<file path="src/pkg/apcfg_pkg.sv">
// Package for the analog pin configuration block: offsets, resets, carriers
package apcfg_pkg;

  // ----------------------------------------
  // Register map (word index on plain port)
  // ----------------------------------------
  localparam int ADDR_W = 4;
  localparam logic [3:0] OFF_FIRST_LOWER = 4'h0;
  localparam logic [3:0] OFF_FIRST_UPPER = 4'h1;
  localparam logic [3:0] OFF_SECOND_LOWER = 4'h2;
  localparam logic [3:0] OFF_MODULE_DISABLE = 4'h3;
  localparam logic [3:0] OFF_PIN_STATUS_LO = 4'h4;
  localparam logic [3:0] OFF_PIN_STATUS_HI = 4'h5;

  // ----------------------------------------
  // Reset values and field positions
  // ----------------------------------------
  localparam logic [15:0] RST_SELECT = 16'h0000;
  localparam logic [1:0] RST_DISABLE = 2'h0;
  localparam int BIT_FIRST_DISABLE = 0;
  localparam int BIT_SECOND_DISABLE = 1;
  localparam int CHANNELS = 32;
  localparam int LOW_CHANNELS = 16;

  // ----------------------------------------
  // Carriers
  // ----------------------------------------
  typedef struct packed {
    logic [ADDR_W-1:0] addr;
    logic [15:0] wdata;
    logic wr;
    logic rd;
  } apcfg_bus_req_s;

  typedef struct packed {
    logic [31:0] digital;
    logic [31:0] readEnable;
    logic [31:0] firstMuxGround;
    logic [15:0] secondMuxGround;
  } apcfg_pin_ctl_s;

endpackage : apcfg_pkg

</file>
<file path="src/verilog/apcfg_regfile.sv">
// Small register store for the selector words, read data registered
`timescale 1ns/1ns
module apcfg_regfile #(
  parameter int WORDS = 4,
  parameter int WIDTH = 16
) (
  // Clock and reset
  input wire logic sys_clk,
  input wire logic srst,
  // Write side
  input wire logic wrEn,
  input wire logic [$clog2(WORDS)-1:0] wrIdx,
  input wire logic [WIDTH-1:0] wrData,
  // Read side
  input wire logic [$clog2(WORDS)-1:0] rdIdx,
  output logic [WIDTH-1:0] rdData,
  // All words, for the pin logic
  output logic [WORDS*WIDTH-1:0] allWords
);
  import apcfg_pkg::*;

  typedef struct packed {
    logic [WORDS-1:0][WIDTH-1:0] mem;
    logic [WIDTH-1:0] rd;
  } apcfg_rf_state_s;

  apcfg_rf_state_s st_r;
  apcfg_rf_state_s st_nxt;

  always_comb begin
    st_nxt = st_r;
    st_nxt.rd = st_r.mem[rdIdx];
    if (wrEn) begin
      st_nxt.mem[wrIdx] = wrData;
    end
  end

  always_ff @(posedge sys_clk) begin
    if (srst) begin
      st_r <= '0;
    end else begin
      st_r <= st_nxt;
    end
  end

  assign rdData = st_r.rd;
  assign allWords = st_r.mem;

endmodule : apcfg_regfile

</file>
<file path="src/verilog/apcfg_top.sv">
// Analog/digital pin selector for two converters sharing port pins
// ----------------------------------------
// ----------------------------------------
//
// Local design decisions: strobed register access and the placing of the registers.
`timescale 1ns/1ns
module apcfg_top #(
  parameter logic [31:0] FIRST_PRESENT = 32'hFFFFFFFF,
  parameter logic [15:0] SECOND_PRESENT = 16'hFFFF,
  parameter bit HAS_SECOND = 1'b1
) (
  // Clock and reset
  input wire logic sys_clk,
  input wire logic srst,
  // Register port
  input wire apcfg_pkg::apcfg_bus_req_s busReq,
  output logic [15:0] rdData,
  // Pin and multiplexer controls
  output apcfg_pkg::apcfg_pin_ctl_s pinCtl
);
  import apcfg_pkg::*;

  // ----------------------------------------
  // State
  // ----------------------------------------
  typedef struct packed {
    logic [1:0] moduleDisable;
    apcfg_pin_ctl_s pins;
    logic [15:0] localRd;
    logic useLocal;
  } apcfg_state_s;

  apcfg_state_s st_r;
  apcfg_state_s st_nxt;

  logic [15:0] storeRd;
  logic [63:0] words;
  logic storeWr;
  logic [1:0] storeIdx;

  // Selector words live in the store: first lower, first upper, second lower
  function automatic logic is_store(input logic [3:0] a);
    return (a == OFF_FIRST_LOWER) || (a == OFF_FIRST_UPPER) || (a == OFF_SECOND_LOWER);
  endfunction : is_store

  assign storeWr = busReq.wr && is_store(busReq.addr);
  assign storeIdx = busReq.addr[1:0];

  apcfg_regfile #(
    .WORDS(4),
    .WIDTH(16)
  ) u_store (
    .sys_clk(sys_clk),
    .srst(srst),
    .wrEn(storeWr),
    .wrIdx(storeIdx),
    .wrData(busReq.wdata),
    .rdIdx(storeIdx),
    .rdData(storeRd),
    .allWords(words)
  );

  // ----------------------------------------
  // Pin decision
  // ----------------------------------------
  logic [31:0] firstSel;
  logic [15:0] secondSel;
  logic [31:0] analogFirst;
  logic [15:0] analogSecond;
  logic [31:0] analogAny;

  always_comb begin
    firstSel = {words[31:16], words[15:0]};
    secondSel = words[47:32];
    // Analog only where an input exists and module is on
    analogFirst = ~firstSel & FIRST_PRESENT;
    if (st_r.moduleDisable[BIT_FIRST_DISABLE]) begin
      analogFirst = '0;
    end
    analogSecond = ~secondSel & SECOND_PRESENT;
    if (!HAS_SECOND || st_r.moduleDisable[BIT_SECOND_DISABLE]) begin
      analogSecond = '0;
    end
    // Either converter claiming a shared pin makes it analog
    analogAny = analogFirst | {16'h0000, analogSecond};
  end

  // ----------------------------------------
  // Bus and output registers
  // ----------------------------------------
  always_comb begin
    st_nxt = st_r;
    st_nxt.useLocal = 1'b1;
    st_nxt.localRd = 16'h0000;
    if (busReq.wr && busReq.addr == OFF_MODULE_DISABLE) begin
      st_nxt.moduleDisable = busReq.wdata[1:0];
    end
    if (busReq.rd) begin
      if (is_store(busReq.addr)) begin
        st_nxt.useLocal = 1'b0;
      end else if (busReq.addr == OFF_MODULE_DISABLE) begin
        st_nxt.localRd = {14'h0000, st_r.moduleDisable};
      end else if (busReq.addr == OFF_PIN_STATUS_LO) begin
        st_nxt.localRd = st_r.pins.digital[15:0];
      end else if (busReq.addr == OFF_PIN_STATUS_HI) begin
        st_nxt.localRd = st_r.pins.digital[31:16];
      end
    end
    st_nxt.pins.digital = ~analogAny;
    st_nxt.pins.readEnable = ~analogAny;
    st_nxt.pins.firstMuxGround = ~analogFirst;
    st_nxt.pins.secondMuxGround = ~analogSecond;
  end

  always_ff @(posedge sys_clk) begin
    if (srst) begin
      st_r.moduleDisable <= RST_DISABLE;
      st_r.pins <= '{32'h00000000, 32'h00000000, 32'h00000000, 16'h0000};
      st_r.localRd <= 16'h0000;
      st_r.useLocal <= 1'b1;
    end else begin
      st_r <= st_nxt;
    end
  end

  assign rdData = st_r.useLocal ? st_r.localRd : storeRd;
  assign pinCtl = st_r.pins;

endmodule : apcfg_top
</file>
<file path="config.mk">
export PLATFORM = sky130hd
export DESIGN_NAME = apcfg_top
export DESIGN_NICKNAME = d
export VERILOG_FILES = /design/src/pkg/apcfg_pkg.sv /design/src/verilog/apcfg_regfile.sv /design/src/verilog/apcfg_top.sv
export SDC_FILE = /design/constraint.sdc
export NUM_CORES = 1
export LEC_CHECK = 0
export BUFFER_PORTS_ARGS = -buffer_cell sky130_fd_sc_hd__buf_2
export CAP_MARGIN = 0
export CORE_MARGIN = 2
export CORE_UTILIZATION = 54
export DETAILED_ROUTE_END_ITERATION = 8
export PLACE_DENSITY = 0.87
export SLEW_MARGIN = 5
export SYNTH_ARGS = -nofsm -noshare
export SYNTH_HDL_FRONTEND = slang
export SYNTH_SLANG_ARGS = --single-unit
</file>
<file path="constraint.sdc">
create_clock -name sys_clk -period 1.9 [get_ports sys_clk]
set_clock_uncertainty 0.1 [all_clocks]
set_input_delay 0.19 -clock sys_clk [delete_from_list [all_inputs] [get_ports sys_clk]]
set_output_delay 0.19 -clock sys_clk [all_outputs]
set_load 0.1 [all_outputs]
</file>
==> impl_metrics.json <==
{
  "p_clk_share_pct": 44.9,
  "nNetsFinal": 725,
  "synth.yosys.seq_area_share_pct": 48.4,
  "syn_area_per_cell_um2": 10.2,
  "initial_core_util_pct": 55.7,
  "maxCapViolCount": 0,
  "synthDistinctLibCells": 26,
  "fin_crit_sh_pct": 96.4,
  "tightest_slew_ps": 565,
  "io_buffer_count": 151,
  "ys_ff_latch": 163,
  "die_h_um": 116,
  "post_drt_wl_per_cell_um": 18.0,
  "gp_congestion": 0.849,
  "p_sw_share_pct": 25.0,
  "start_kind": "flop",
  "layout_min_cycle_time_ps": 1830,
  "crit_arrival_ps": 1540,
  "leakage_nw": 3.50,
  "cp_slowest_cell": "dfxtp_2",
  "yosys_warnings": 0,
  "layout_commonest_cell": "dfxtp_1",
  "cts_tree": "built",
  "synthToLayoutAreaGrowth_pct": 14.5,
  "end_kind": "output port",
  "intPower_w": 0.00541,
  "worstHoldPathType": "primary input to flop",
  "track_usage_pct": 24.0,
  "clk_path_buf_depth": 2,
  "grt_pass1_vias": 4530,
  "combPwrFrac_pct": 7.0,
  "dpl_cell_area_mm2": 0.00707,
  "synth_top_family_by_area": "simple AND/OR/NAND/NOR gates",
  "diodes": 0,
  "p_seq_share_pct": 48.1,
  "slew_violations": 0,
  "slew-limit-headroom_pct": 62.3,
  "finalWorstSetupSlack_ps": 67.6,
  "postSynthNetCount": 683,
  "layout_common_cells": "dfxtp_1 (162), buf_2 (134), nor2_1 (110)",
  "critPathMaxFanout": 14,
  "path_clk_slew_ps": 60,
  "clock_latency_ps": 430,
  "required_ps": 1610,
  "rows": 40,
  "peakVddDrop_v": 0.000651,
  "cp_slowest_stage_delay_ps": 390,
  "synth-simple-area-share_pct": 18.3,
  "io_pins": 152,
  "wl_um": 15900,
  "path_buf_inv": 2,
  "crit_type": "flop to output port",
  "grt_overflow": 0,
  "cts_root_buffer": "clkbuf_16",
  "grt_pass1_wl_um": 24300,
  "status": "completed",
  "coreArea_mm2": 0.0121,
  "crit_chain": "buf_8 > mux2_2 > buf_12",
  "post-place-ws_ps": 244,
  "cts-buffers-inserted": 17,
  "synthCells": 659,
  "clock-sinks": 163,
  "first_pass_iters": 5,
  "antenna_left": 0,
  "drt-vias-per-instance": 5.37,
  "dieWidth_um": 116,
  "netSwitchingPower_w": 0.00180,
  "fmax_ghz": 0.546,
  "powerDensity_mw_per_mm2": 934,
  "drc_errors": 0,
  "rsz0062_at_grt": "no",
  "fin_setup_tns_ps": 0,
  "dp_hpwl_um": 10300,
  "synth_compound_area_share_pct": 2.19,
  "fin_area_mm2": 0.00772,
  "antenna_found_initial": 0,
  "grt_max_degree": 63,
  "setup_violations": 0,
  "synth_xor_area_share_pct": 0,
  "crit_family": "flip-flops",
  "synthMuxAreaShare_pct": 15.4,
  "syn-cell-area_mm2": 0.00674,
  "synth_fa_ha_area_share_pct": 0,
  "final_layout_size_suffix_gt1_share_pct": 33.1,
  "vias": 4739,
  "die_area_mm2": 0.0134,
  "htree_levels": 4,
  "hold_viol": 0,
  "drt-initial-drc-count": 475
}
metrics by stage:
| step | cells | total power, W | hold slack, ps | util [%] |
|---|---|---|---|---|
| 2_1_floorplan | 659 | 0.00395 | 189 | - |
| 3_3_place_gp | 842 | 0.00402 | 348 | 58.4 |
| 3_5_place_dp | 842 | 0.00403 | 350 | 58.4 |
| 4_1_cts | 882 | 0.00723 | 3.49 | 63.7 |
| 5_1_grt | 882 | 0.00741 | 16.7 | 63.8 |
| 6_report | 882 | 0.00721 | 12.4 | 63.8 |
registers in the layout (all words and copies together), names as in the netlist:
| name | flops |
|---|---|
| pinCtl | 64 |
| st_r | 19 |
| u_store.allWords | 64 |
| u_store.rdData | 16 |
cells in the mapped netlist:
| cell | number | share of area (%) |
|---|---|---|
| mux4_2 | 16 | 5.3 |
| buf_4 | 116 | 13 |
| o21ai_0 | 1 | 0.074 |
| nand3b_1 | 2 | 0.22 |
| mux2i_1 | 50 | 7.4 |
| nand3_1 | 5 | 0.37 |
| a211oi_1 | 1 | 0.11 |
| mux2_2 | 16 | 2.7 |
| dfxtp_1 | 163 | 48 |
| buf_6 | 4 | 0.67 |
| nor3b_2 | 1 | 0.19 |
| buf_2 | 14 | 1.0 |
| nand2_1 | 1 | 0.056 |
| nor3_1 | 16 | 1.2 |
| nor2_4 | 1 | 0.17 |
| a311oi_1 | 2 | 0.26 |
| nor2_1 | 110 | 6.1 |
| and4bb_1 | 1 | 0.19 |
| nor4b_2 | 1 | 0.22 |
| nand2_2 | 1 | 0.093 |
| nand2b_1 | 67 | 6.2 |
| nor2b_1 | 34 | 3.2 |
| a22oi_1 | 14 | 1.6 |
| a31oi_1 | 2 | 0.19 |
| and3b_1 | 1 | 0.13 |
| clkbuf_1 | 19 | 1.1 |
path summary, 6_finish.rpt:
kind | end | startpoint | slack, ps | cells past startpoint
worst min-delay path | u_store.allWords[8]$_SDFFE_PP0P_ | busReq[10] | 10 | 3
worst max-delay path | rdData[9] | st_r[0]$_SDFF_PP1_ | 70 | 3
worst min register to register | u_store.allWords[49]$_SDFFE_PP0P_ | u_store.allWords[49]$_SDFFE_PP0P_ | 380 | 1
worst max register to register | pinCtl[54]$_SDFF_PP0_ | st_r[130]$_SDFFE_PP0P_ | 430 | 3
layer usage:
layer	vias up	share of wire, %	track usage [%]
met4	0	3.3	10.9
met5	-	0	0
met3	46	7.1	6.17
li1	2124	-	-
met1	2294	41	30.0
met2	275	49	39.2
cell type report:
| cell class | count | area (um^2) |
|---|---|---|
| Clock buffer | 18 | 429 |
| Clock inverter | 14 | 133 |
| Fill cell | 869 | 4390 |
| Multi-Input combinational cell | 343 | 2420 |
| Sequential cell | 163 | 3260 |
| Tap cell | 168 | 210 |
| Timing Repair Buffer | 176 | 1260 |
logic make-up after synthesis:
| kind of cell | Yosys count |
|---|---|
| multiplexers | 82 |
| buffers and inverters | 153 |
| AO/OA/AOI/OAI | 20 |
| flip-flops | 163 |
| AND/OR/NAND/NOR | 241 |
worst min-delay path: cells and delay by family:
kind	cells	cell delay (ps)
multiplexers	1	130
AND/OR/NAND/NOR	1	100
buffers and inverters	1	80
power by group through the flow:
stage	logic, W	clock network [W]	registers (W)
floorplan	0.000417	0	0.00354
detailed placement	0.000482	0	0.00355
global route	0.000531	0.00341	0.00347
CTS	0.000503	0.00326	0.00347
finish	0.000506	0.00324	0.00347
global placement	0.000473	0	0.00354
what timing repair did:
| item | in CTS | in global routing |
|---|---|---|
| pin swaps | 0 | 0 |
| hold buffers | 8 | 0 |
| resized for setup | 1 | 2 |
| endpoints found under the setup margin | 14 | 14 |
| hold endpoints to repair | 13 | 0 |
| buffers inserted | 0 | 0 |
No activity file was read; power rests on OpenSTA's default activity.
